--- src/hdl/gam_top_unused_placeholder_none.sv ---
// intentionally empty compilation unit
`timescale 1ns/10ps
`default_nettype none
`default_nettype wire

--- src/hdl/gam_pkg.sv ---
// constants for the pin multiplexer block
`default_nettype none
package gam_pkg;
  // register offsets on the special function register port
  localparam logic [7:0] OFS_PRIMARY_PORT_DATA = 8'h80;
  localparam logic [7:0] OFS_PRIMARY_PORT_DIRECTION = 8'h94;
  localparam logic [7:0] OFS_PRIMARY_PORT_ALT_SELECT = 8'h95;
  localparam logic [7:0] OFS_SECONDARY_PORT_DATA = 8'h90;
  localparam logic [7:0] OFS_SECONDARY_PORT_DIRECTION = 8'h96;
  localparam logic [7:0] OFS_SECONDARY_PORT_ALT_SELECT = 8'h97;
  localparam logic [7:0] OFS_SPI_ROUTE = 8'hB3;
  // widths
  localparam int PRIM_W = 8;
  localparam int SEC_W = 3;
  localparam int ROUTE_W = 2;
  // reset values
  localparam logic [7:0] RST_PRIMARY_DATA = 8'hFF;
  localparam logic [7:0] RST_PRIMARY_DIRECTION = 8'hFF;
  localparam logic [7:0] RST_PRIMARY_ALT = 8'h00;
  localparam logic [2:0] RST_SECONDARY_DATA = 3'h7;
  localparam logic [2:0] RST_SECONDARY_DIRECTION = 3'h7;
  localparam logic [2:0] RST_SECONDARY_ALT = 3'h0;
  localparam logic [1:0] RST_SPI_ROUTE = 2'h0;
  localparam logic [7:0] UNMAPPED_READ = 8'h00;
  // spi routing codes
  localparam logic [1:0] ROUTE_PINS = 2'h1;
  // field positions in the primary port
  localparam int BIT_BOOT_SELECT = 0;
  localparam int BIT_UART_RX = 1;
  localparam int BIT_UART_TX = 2;
  localparam int BIT_INT_A = 3;
  localparam int BIT_INT_B = 4;
  localparam int BIT_TIMER_A = 5;
  localparam int BIT_TIMER_B = 6;
  localparam int BIT_PWM = 7;
  // field positions in the secondary port
  localparam int BIT_SEC_CLOCK = 0;
  localparam int BIT_SEC_DATA_OUT = 1;
  localparam int BIT_SEC_DATA_IN = 2;
  // pin synchroniser depth
  localparam int SYNC_STAGES = 2;
endpackage : gam_pkg
`default_nettype wire

--- src/hdl/gam_cfg_if.sv ---
// configuration registers passed from the register file to the mux
`timescale 1ns/10ps
`default_nettype none
interface gam_cfg_if;
  logic [7:0] prim_data;
  logic [7:0] prim_dir;
  logic [7:0] prim_alt;
  logic [2:0] sec_data;
  logic [2:0] sec_dir;
  logic [2:0] sec_alt;
  logic [1:0] spi_route;
  modport owner (output prim_data, prim_dir, prim_alt, sec_data, sec_dir, sec_alt, spi_route);
  modport user (input prim_data, prim_dir, prim_alt, sec_data, sec_dir, sec_alt, spi_route);
endinterface : gam_cfg_if
`default_nettype wire

--- src/hdl/gam_pin_mux.sv ---
// pin multiplexer and direction control for the general purpose pins
//
// Overview of operation
// - one input pin, ten bidirectional pins
// - direction from direction and alternate bits
// - all pins inputs during reset
// - pins stay inputs until software configures
// - alternate select beats direction bit except on receive, bit zero and secondary data out
// - direction zero drives, one is input
// - alternate follows function; receive keeps direction
// - bits one-seven: uart, interrupts, timers, pwm
// - interrupts pass only when alternate set
// - bit zero always general purpose
// - data bits map to pins in order
// - route 01 gives spi, else timer c
// - no chip select from spi lines
// - radio route keeps selects internal
// - data, direction ff; alternate 00 at reset
`timescale 1ns/10ps
`default_nettype none
module gam_pin_mux (
  // clock and reset
  input wire logic mclk,
  input wire logic rst_n,
  // special function register port
  input wire logic sfr_wr,
  input wire logic sfr_rd,
  input wire logic [7:0] sfr_addr,
  input wire logic [7:0] sfr_wdata,
  output logic [7:0] sfr_rdata,
  // primary port pins
  input wire logic [7:0] primary_pin_in,
  output logic [7:0] primary_pin_out,
  output logic [7:0] primary_pin_oe_n,
  // secondary port pins
  input wire logic input_only_pin,
  input wire logic [1:0] bidir_pin_in,
  output logic [1:0] bidir_pin_out,
  output logic [1:0] bidir_pin_oe_n,
  // drives from on-chip peripherals
  input wire logic uart_rx_drive,
  input wire logic uart_tx_drive,
  input wire logic pwm_drive,
  input wire logic spi_sck_drive,
  input wire logic spi_mosi_drive,
  // levels to on-chip peripherals
  output logic uart_rx_in,
  output logic ext_interrupt_a_n,
  output logic ext_interrupt_b_n,
  output logic timer_a_count_input,
  output logic timer_b_count_input,
  output logic timer_c_count_input,
  output logic serial_master_in,
  output logic spi_to_radio
);
  gam_cfg_if cfg ();
  logic [7:0] prim_sync;
  logic [2:0] sec_sync;
  logic [7:0] next_prim_drive;
  logic [7:0] next_prim_val;
  logic [1:0] next_sec_drive;
  logic [1:0] next_sec_val;
  logic [7:0] next_rdata;
  logic spi_on;

  // drive enable and value of one primary pin
  function automatic logic [1:0] prim_function(
    input logic [2:0] idx,
    input logic alt,
    input logic dir,
    input logic data,
    input logic rx,
    input logic tx,
    input logic pwm
  );
    logic drive;
    logic val;
    drive = !dir;
    val = data;
    if (alt && idx != 3'(gam_pkg::BIT_BOOT_SELECT))
    begin
      case (idx)
        // receive pin keeps its direction bit
        3'(gam_pkg::BIT_UART_RX):
        begin
          drive = !dir;
          val = rx;
        end
        3'(gam_pkg::BIT_UART_TX):
        begin
          drive = 1'b1;
          val = tx;
        end
        3'(gam_pkg::BIT_PWM):
        begin
          drive = 1'b1;
          val = pwm;
        end
        default:
        begin
          drive = 1'b0;
          val = 1'b0;
        end
      endcase
    end
    return {drive, val};
  endfunction : prim_function

  gam_sfr_file u_sfr_file (
    .mclk(mclk),
    .rst_n(rst_n),
    .sfr_wr(sfr_wr),
    .sfr_addr(sfr_addr),
    .sfr_wdata(sfr_wdata),
    .cfg(cfg.owner)
  );

  // eleven pins, input-only pin on top
  gam_sync #(
    .WIDTH(gam_pkg::PRIM_W + gam_pkg::SEC_W)
  ) u_sync (
    .mclk(mclk),
    .rst_n(rst_n),
    .async_in({input_only_pin, bidir_pin_in, primary_pin_in}),
    .sync_out({sec_sync, prim_sync})
  );

  // bit i drives primary pin i
  always_comb
  begin
    next_prim_drive = '0;
    next_prim_val = '0;
    for (int i = 0; i < gam_pkg::PRIM_W; i++)
    begin
      {next_prim_drive[i], next_prim_val[i]} = prim_function(3'(i), cfg.prim_alt[i], cfg.prim_dir[i],
        cfg.prim_data[i], uart_rx_drive, uart_tx_drive, pwm_drive);
    end
  end

  always_comb
  begin
    spi_on = cfg.spi_route == gam_pkg::ROUTE_PINS;
    if (spi_on)
    begin
      next_sec_drive = 2'h3;
      next_sec_val = {spi_mosi_drive, spi_sck_drive};
    end
    else
    begin
      next_sec_drive[0] = !cfg.sec_alt[gam_pkg::BIT_SEC_CLOCK] && !cfg.sec_dir[gam_pkg::BIT_SEC_CLOCK];
      next_sec_drive[1] = !cfg.sec_dir[gam_pkg::BIT_SEC_DATA_OUT];
      next_sec_val = cfg.sec_data[1:0];
    end
  end

  // drivers off while reset is held
  always_ff @(posedge mclk)
  begin
    if (!rst_n)
    begin
      primary_pin_oe_n <= '1;
      primary_pin_out <= '0;
      bidir_pin_oe_n <= '1;
      bidir_pin_out <= '0;
    end
    else
    begin
      primary_pin_oe_n <= ~next_prim_drive;
      primary_pin_out <= next_prim_val;
      bidir_pin_oe_n <= ~next_sec_drive;
      bidir_pin_out <= next_sec_val;
    end
  end

  // interrupt and uart receive levels gated by alternate bits
  always_ff @(posedge mclk)
  begin
    if (!rst_n)
    begin
      ext_interrupt_a_n <= 1'b1;
      ext_interrupt_b_n <= 1'b1;
      uart_rx_in <= 1'b1;
    end
    else
    begin
      ext_interrupt_a_n <= cfg.prim_alt[gam_pkg::BIT_INT_A] ? prim_sync[gam_pkg::BIT_INT_A] : 1'b1;
      ext_interrupt_b_n <= cfg.prim_alt[gam_pkg::BIT_INT_B] ? prim_sync[gam_pkg::BIT_INT_B] : 1'b1;
      uart_rx_in <= cfg.prim_alt[gam_pkg::BIT_UART_RX] ? prim_sync[gam_pkg::BIT_UART_RX] : 1'b1;
    end
  end

  // timer count inputs and spi receive line
  // radio routing leaves pins alone
  always_ff @(posedge mclk)
  begin
    if (!rst_n)
    begin
      timer_a_count_input <= 1'b0;
      timer_b_count_input <= 1'b0;
      timer_c_count_input <= 1'b0;
      serial_master_in <= 1'b0;
      spi_to_radio <= 1'b0;
    end
    else
    begin
      timer_a_count_input <= cfg.prim_alt[gam_pkg::BIT_TIMER_A] && prim_sync[gam_pkg::BIT_TIMER_A];
      timer_b_count_input <= cfg.prim_alt[gam_pkg::BIT_TIMER_B] && prim_sync[gam_pkg::BIT_TIMER_B];
      timer_c_count_input <= !spi_on && cfg.sec_alt[gam_pkg::BIT_SEC_CLOCK] && sec_sync[gam_pkg::BIT_SEC_CLOCK];
      serial_master_in <= spi_on && sec_sync[gam_pkg::BIT_SEC_DATA_IN];
      spi_to_radio <= cfg.spi_route[1];
    end
  end

  // undriven bits read the pin level
  always_comb
  begin
    case (sfr_addr)
      gam_pkg::OFS_PRIMARY_PORT_DATA:
        next_rdata = (prim_sync & primary_pin_oe_n) | (cfg.prim_data & ~primary_pin_oe_n);
      gam_pkg::OFS_PRIMARY_PORT_DIRECTION: next_rdata = cfg.prim_dir;
      gam_pkg::OFS_PRIMARY_PORT_ALT_SELECT: next_rdata = cfg.prim_alt;
      gam_pkg::OFS_SECONDARY_PORT_DATA:
        next_rdata = {5'h00, sec_sync[2], (sec_sync[1:0] & bidir_pin_oe_n) | (cfg.sec_data[1:0] & ~bidir_pin_oe_n)};
      gam_pkg::OFS_SECONDARY_PORT_DIRECTION: next_rdata = {5'h00, cfg.sec_dir};
      gam_pkg::OFS_SECONDARY_PORT_ALT_SELECT: next_rdata = {5'h00, cfg.sec_alt};
      gam_pkg::OFS_SPI_ROUTE: next_rdata = {6'h00, cfg.spi_route};
      default: next_rdata = gam_pkg::UNMAPPED_READ;
    endcase
  end

  always_ff @(posedge mclk)
  begin
    if (!rst_n)
    begin
      sfr_rdata <= 8'h00;
    end
    else if (sfr_rd)
    begin
      sfr_rdata <= next_rdata;
    end
  end

  chk_reset_all_inputs: assert property (@(posedge mclk) disable iff (!rst_n)
    $past(!rst_n) |-> (primary_pin_oe_n == 8'hFF && bidir_pin_oe_n == 2'h3))
    else $error("pin driven straight after reset");

  chk_gpio_output_drive: assert property (@(posedge mclk) disable iff (!rst_n)
    $past(!cfg.prim_alt[5] && !cfg.prim_dir[5]) |-> (!primary_pin_oe_n[5] && primary_pin_out[5] == $past(cfg.prim_data[5])))
    else $error("general purpose output not driving latch");

  chk_gpio_input_dir: assert property (@(posedge mclk) disable iff (!rst_n)
    $past(!cfg.prim_alt[6] && cfg.prim_dir[6]) |-> primary_pin_oe_n[6])
    else $error("general purpose input is driven");

  chk_alt_beats_dir: assert property (@(posedge mclk) disable iff (!rst_n)
    $past(cfg.prim_alt[4]) |-> primary_pin_oe_n[4])
    else $error("interrupt pin driven with alternate set");

  chk_rx_follows_dir: assert property (@(posedge mclk) disable iff (!rst_n)
    $past(cfg.prim_alt[1]) |-> (primary_pin_oe_n[1] == $past(cfg.prim_dir[1])))
    else $error("receive pin direction wrong");

  chk_boot_bit_gpio: assert property (@(posedge mclk) disable iff (!rst_n)
    (primary_pin_oe_n[0] == $past(cfg.prim_dir[0])) && (!primary_pin_oe_n[0] -> primary_pin_out[0] == $past(cfg.prim_data[0])))
    else $error("boot select bit not general purpose");

  chk_pwm_routed: assert property (@(posedge mclk) disable iff (!rst_n)
    $past(cfg.prim_alt[7]) |-> (!primary_pin_oe_n[7] && primary_pin_out[7] == $past(pwm_drive)))
    else $error("pwm not on top primary pin");

  chk_int_gated: assert property (@(posedge mclk) disable iff (!rst_n)
    (!cfg.prim_alt[3] [*2]) |-> ext_interrupt_a_n)
    else $error("interrupt passed without alternate select");

  chk_spi_clock_pin: assert property (@(posedge mclk) disable iff (!rst_n)
    $past(cfg.spi_route == 2'h1) |-> (bidir_pin_oe_n == 2'h0 && bidir_pin_out[0] == $past(spi_sck_drive)))
    else $error("spi clock not on secondary pin");

  chk_int_b_gated: assert property (@(posedge mclk) disable iff (!rst_n)
    (!cfg.prim_alt[4] [*2]) |-> ext_interrupt_b_n)
    else $error("second interrupt passed without alternate select");

  chk_tx_routed: assert property (@(posedge mclk) disable iff (!rst_n)
    $past(cfg.prim_alt[2]) |-> (!primary_pin_oe_n[2] && primary_pin_out[2] == $past(uart_tx_drive)))
    else $error("transmit not driven on its pin");

  chk_timer_gated: assert property (@(posedge mclk) disable iff (!rst_n)
    $past(!cfg.prim_alt[5]) |-> !timer_a_count_input)
    else $error("timer count passed without alternate select");

  chk_sec_data_dir: assert property (@(posedge mclk) disable iff (!rst_n)
    $past(cfg.spi_route != 2'h1) |-> (bidir_pin_oe_n[1] == $past(cfg.sec_dir[1])))
    else $error("secondary data pin ignores its direction");

  chk_radio_route: assert property (@(posedge mclk) disable iff (!rst_n)
    $past(cfg.spi_route[1]) |-> (spi_to_radio && !serial_master_in))
    else $error("radio route still uses the pins");

  chk_dir_readback: assert property (@(posedge mclk) disable iff (!rst_n)
    $past(sfr_rd && sfr_addr == gam_pkg::OFS_PRIMARY_PORT_DIRECTION) |-> (sfr_rdata == $past(cfg.prim_dir)))
    else $error("direction register read back wrong");
endmodule : gam_pin_mux
`default_nettype wire

--- src/hdl/gam_sync.sv ---
// two flip-flop synchroniser for pin inputs
`timescale 1ns/10ps
`default_nettype none
module gam_sync #(
  parameter int WIDTH = 11
) (
  // clock and reset
  input wire logic mclk,
  input wire logic rst_n,
  // pins and synchronised levels
  input wire logic [WIDTH-1:0] async_in,
  output logic [WIDTH-1:0] sync_out
);
  logic [WIDTH-1:0] stage_one;

  always_ff @(posedge mclk)
  begin
    if (!rst_n)
    begin
      stage_one <= '1;
      sync_out <= '1;
    end
    else
    begin
      stage_one <= async_in;
      sync_out <= stage_one;
    end
  end
endmodule : gam_sync
`default_nettype wire

--- src/hdl/gam_sfr_file.sv ---
// port configuration registers written over the register port
`timescale 1ns/10ps
`default_nettype none
module gam_sfr_file (
  // clock and reset
  input wire logic mclk,
  input wire logic rst_n,
  // register write port
  input wire logic sfr_wr,
  input wire logic [7:0] sfr_addr,
  input wire logic [7:0] sfr_wdata,
  // register contents
  gam_cfg_if.owner cfg
);
  always_ff @(posedge mclk)
  begin
    if (!rst_n)
    begin
      cfg.prim_data <= gam_pkg::RST_PRIMARY_DATA;
      cfg.prim_dir <= gam_pkg::RST_PRIMARY_DIRECTION;
      cfg.prim_alt <= gam_pkg::RST_PRIMARY_ALT;
      cfg.sec_data <= gam_pkg::RST_SECONDARY_DATA;
      cfg.sec_dir <= gam_pkg::RST_SECONDARY_DIRECTION;
      cfg.sec_alt <= gam_pkg::RST_SECONDARY_ALT;
      cfg.spi_route <= gam_pkg::RST_SPI_ROUTE;
    end
    else if (sfr_wr)
    begin
      case (sfr_addr)
        gam_pkg::OFS_PRIMARY_PORT_DATA: cfg.prim_data <= sfr_wdata;
        gam_pkg::OFS_PRIMARY_PORT_DIRECTION: cfg.prim_dir <= sfr_wdata;
        gam_pkg::OFS_PRIMARY_PORT_ALT_SELECT: cfg.prim_alt <= sfr_wdata;
        gam_pkg::OFS_SECONDARY_PORT_DATA: cfg.sec_data <= sfr_wdata[2:0];
        gam_pkg::OFS_SECONDARY_PORT_DIRECTION: cfg.sec_dir <= sfr_wdata[2:0];
        gam_pkg::OFS_SECONDARY_PORT_ALT_SELECT: cfg.sec_alt <= sfr_wdata[2:0];
        gam_pkg::OFS_SPI_ROUTE: cfg.spi_route <= sfr_wdata[1:0];
        default: ;
      endcase
    end
  end

  chk_reset_values: assert property (@(posedge mclk) disable iff (!rst_n)
    $past(!rst_n) |-> (cfg.prim_data == 8'hFF && cfg.prim_dir == 8'hFF && cfg.prim_alt == 8'h00))
    else $error("port registers not at reset values");
endmodule : gam_sfr_file
`default_nettype wire

--- config.mk ---
export PLATFORM = sky130hd
export DESIGN_NAME = gam_pin_mux
export DESIGN_NICKNAME = d
export VERILOG_FILES = /design/src/hdl/gam_top_unused_placeholder_none.sv /design/src/hdl/gam_pkg.sv /design/src/hdl/gam_cfg_if.sv /design/src/hdl/gam_pin_mux.sv /design/src/hdl/gam_sync.sv /design/src/hdl/gam_sfr_file.sv
export SDC_FILE = /design/constraint.sdc
export NUM_CORES = 1
export LEC_CHECK = 0
export ABC_AREA = 1
export BUFFER_PORTS_ARGS = -buffer_cell sky130_fd_sc_hd__buf_2
export CAP_MARGIN = 10
export CORE_MARGIN = 2
export CORE_UTILIZATION = 58
export DETAILED_ROUTE_END_ITERATION = 8
export GPL_ROUTABILITY_DRIVEN = 0
export HOLD_SLACK_MARGIN = 0.02
export PLACE_DENSITY = 0.84
export SYNTH_ARGS = -nofsm -noshare
export SYNTH_HDL_FRONTEND = slang
export SYNTH_SLANG_ARGS = --single-unit
--- constraint.sdc ---
create_clock -name mclk -period 4 [get_ports mclk]
set_clock_uncertainty 0.1 [all_clocks]
set_input_delay 0.6 -clock mclk [delete_from_list [all_inputs] [get_ports mclk]]
set_output_delay 0.6 -clock mclk [all_outputs]
set_load 0.005 [all_outputs]
==> impl_metrics.ini <==
[run_status]
status = complete, no violations

[timing]
drv_slew = 0
timing.final.crit_period_ns = 1.864
tns_ns = 0
hold_viol = 0
rsz0062_at_grt = no
min_period_over_period_pct = 46.61
clock.fmax_mhz = 536.4
timing.hold.ws_ns = 0.3169
worst_pin_slew_ns = 0.7213
fin_ws_ns = 2.136
setup_violations = 0
slew_headroom_pct = 51.86

[setup_path]
cp.arrival_ns = 2.01
max_stage_delay_ns = 0.41
path_max_fanout = 20
required_ns = 4.15
crit_top_cell = nor2_4
cp-end-kind = flip-flop
crit_path_top_delay_cell = nor2_4
reg2reg_from = u_sfr_file.cfg.sec_data[0]$_SDFFE_PN1P_
startpoint_type = input pin
cp_top_family = simple AND/OR/NAND/NOR gates
critPathKind = input pin to flip-flop
r2r_cells = 8
crit_buf_inv = 3
path_cells = buf_2 > inv_1 > nand2_1 > nor2_4 > nand2_2 > nor2_4 > inv_2 > o21ai_1 > a21oi_1
reg2reg_to = sfr_rdata[0]$_SDFFE_PN0P_
rrSetupSlack_ns = 2.74

[worst_hold_path]
min_path_type = flip-flop to flip-flop
min_to = u_sync.sync_out[9]$_SDFF_PN1_
worstHoldStart = u_sync.stage_one[9]$_SDFF_PN1_
hold_depth = 1

[yosys]
netlist_area_sq_mm = 0.003508
yosysWarnings = 0
synth_edf_count = 0
ys_types = 26
syn_nets = 453
syn_area_per_cell_sq_um = 8.413
postSynthCellCount = 417
synth_top_flop_cell = dfxtp_1
seq_area_frac_synth_pct = 52.50
async_reset_ff_share_pct = 0
synth-seq-cells = 92

[drt]
routed_wl_mm = 7.550
detail_route.iter0.violations = 203
drc = 0
drt-wirelength-per-cell_um = 13.34
routed_via_density = 5.150
drtAntennaViolNets = 0
firstDrtPassIters = 5
via_count = 2915

[global_route]
grt_pass1_wl_mm = 12.05
grt.busiest_layer = met2
grtUsageMet3_pct = 4.835
first_global_vias = 2647
antenna_found_initial = 0
grtUsageTotal_pct = 23.97
grt_max_degree = 54
grt_use_met2_pct = 36.83
overflow = 0
use_met1_pct = 31.70

[final_layout]
layout.cells.most_common = dfxtp_1
fin_util_pct = 68.81
drive_gt1_share_pct = 30.35
final_nets = 522
layout_common_cells = dfxtp_1 (92), nand2_1 (91), buf_2 (71)
fill_cells = 471
diodes = 0
synthToLayoutAreaGrowth_pct = 15.44

[clock_network]
cts.sinks = 92
post-cts-setup-buffers = 0
cts_tree = yes
insertion_delay_ns = 0.36
cts-resized-gates = 0
clkTransAtPathRegs_ns = 0.08
numCtsBuffers = 9
cts.path.max_buffers = 2
root_buffer = clkbuf_8
htreeDepth = 3
cts_hold_buf = 0

[place]
dpl.hpwl_mm = 5.445
preCtsSetupSlack_ns = 1.756
port_buffers = 71

[floorplanning]
ioPinCount = 72
die_area_sq_mm = 0.006687
num_rows = 28
dieWidth_um = 81.78
initial_core_util_pct = 59.61
chipHeight_um = 81.78
placeableCoreArea_sq_mm = 0.005886

[power]
max-vdd-ir-drop_mv = 0.2981
leakage_uw = 0.001959
p_per_area_mw_per_mm2 = 390.8

[run]
maxCapViolations = 0
[per-stage QoR]
stage	instances	area (sq um)	power (uW)
6_report	566	4050	1583
5_1_grt	566	4050	1638
4_1_cts	566	4050	1591
3_5_place_dp	550	3874	1048
3_3_place_gp	550	3874	1044
2_1_floorplan	417	3508	1010
[how the worst max path moves through the flow]
stage                      startpoint                                 endpoint  cells after the start
after floorplan           sfr_addr[6]  u_sfr_file.cfg.prim_dir[2]$_SDFFE_PN1P_                     10
after global placement    sfr_addr[6]  u_sfr_file.cfg.prim_alt[3]$_SDFFE_PN0P_                      9
after detailed placement  sfr_addr[5]  u_sfr_file.cfg.prim_alt[7]$_SDFFE_PN0P_                      9
after CTS                 sfr_addr[5]  u_sfr_file.cfg.prim_alt[7]$_SDFFE_PN0P_                      9
after global routing      sfr_addr[6]  u_sfr_file.cfg.prim_alt[3]$_SDFFE_PN0P_                      9
final                     sfr_addr[5]  u_sfr_file.cfg.prim_alt[7]$_SDFFE_PN0P_                      9
[synth_stat cells (5+ instances only)]
cell type	count	area share, %
dfxtp_1	92	52
nand2_1	91	9.7
inv_1	31	3.3
nor2_1	29	3.1
nand3_1	26	3.7
a21oi_1	25	3.6
or2_2	24	4.3
o21ai_0	20	2.9
o211ai_1	14	3.0
inv_2	9	0.96
clkbuf_1	8	0.86
o21ai_1	8	1.1
nand2_2	5	0.89
o211ai_2	5	1.8
[power breakdown]
part	switching [uW]	internal (uW)	leakage, uW	total [uW]
clock	312	244	0.0000897	556
sequential	5.56	932	0.000752	938
combinational	55.1	33.8	0.00112	88.8
total	373	1210	0.00196	1580
[worst register-to-register path: stages (launching register included)]
cell     delay [ns]
dfxtp_1        0.36
inv_1          0.08
o21ai_0        0.20
nand3_1        0.10
nand2_1        0.09
nor2_1         0.05
nand2_1        0.06
nand2_1        0.06
a21oi_2        0.10
[state kept, by name, summed over array words and instances, names as in the netlist]
register	cells
spi_to_radio	1
u_sfr_file.cfg.prim_data	8
u_sfr_file.cfg.prim_dir	8
ext_interrupt_a_n	1
timer_a_count_input	1
sfr_rdata	8
timer_b_count_input	1
u_sfr_file.cfg.prim_alt	8
bidir_pin_oe_n	2
u_sfr_file.cfg.spi_route	2
u_sfr_file.cfg.sec_alt	3
timer_c_count_input	1
ext_interrupt_b_n	1
u_sync.stage_one	11
bidir_pin_out	2
primary_pin_oe_n	8
uart_rx_in	1
u_sync.sync_out	11
primary_pin_out	8
serial_master_in	1
u_sfr_file.cfg.sec_dir	3
u_sfr_file.cfg.sec_data	2
[logic make-up (layout without fill, tap and decap cells)]
family          Yosys count  count (layout)  synth area share [%]
compound gates           76              76                 13.34
simple gates            194             194                 27.07
flops                    92              92                 52.50
buf+inv                  55             129                 7.097
[metal layers]
metal,part of all wire (%),up-vias
met3,6.7,22
li1,-,1483
met5,0,-
met4,2.9,0
met1,46,1292
met2,44,118
[final cells by class]
cell class	count	area, sq um	area share, %
clock buffer	11	141.4	3.491
clock inverter	5	35.03	0.8650
inverter	40	150.1	3.707
multi-input combinational	270	1418	35.00
sequential	92	1842	45.47
tap	75	93.84	2.317
timing repair buffer	73	370.4	9.144
(Power assumes the default switching activity.)
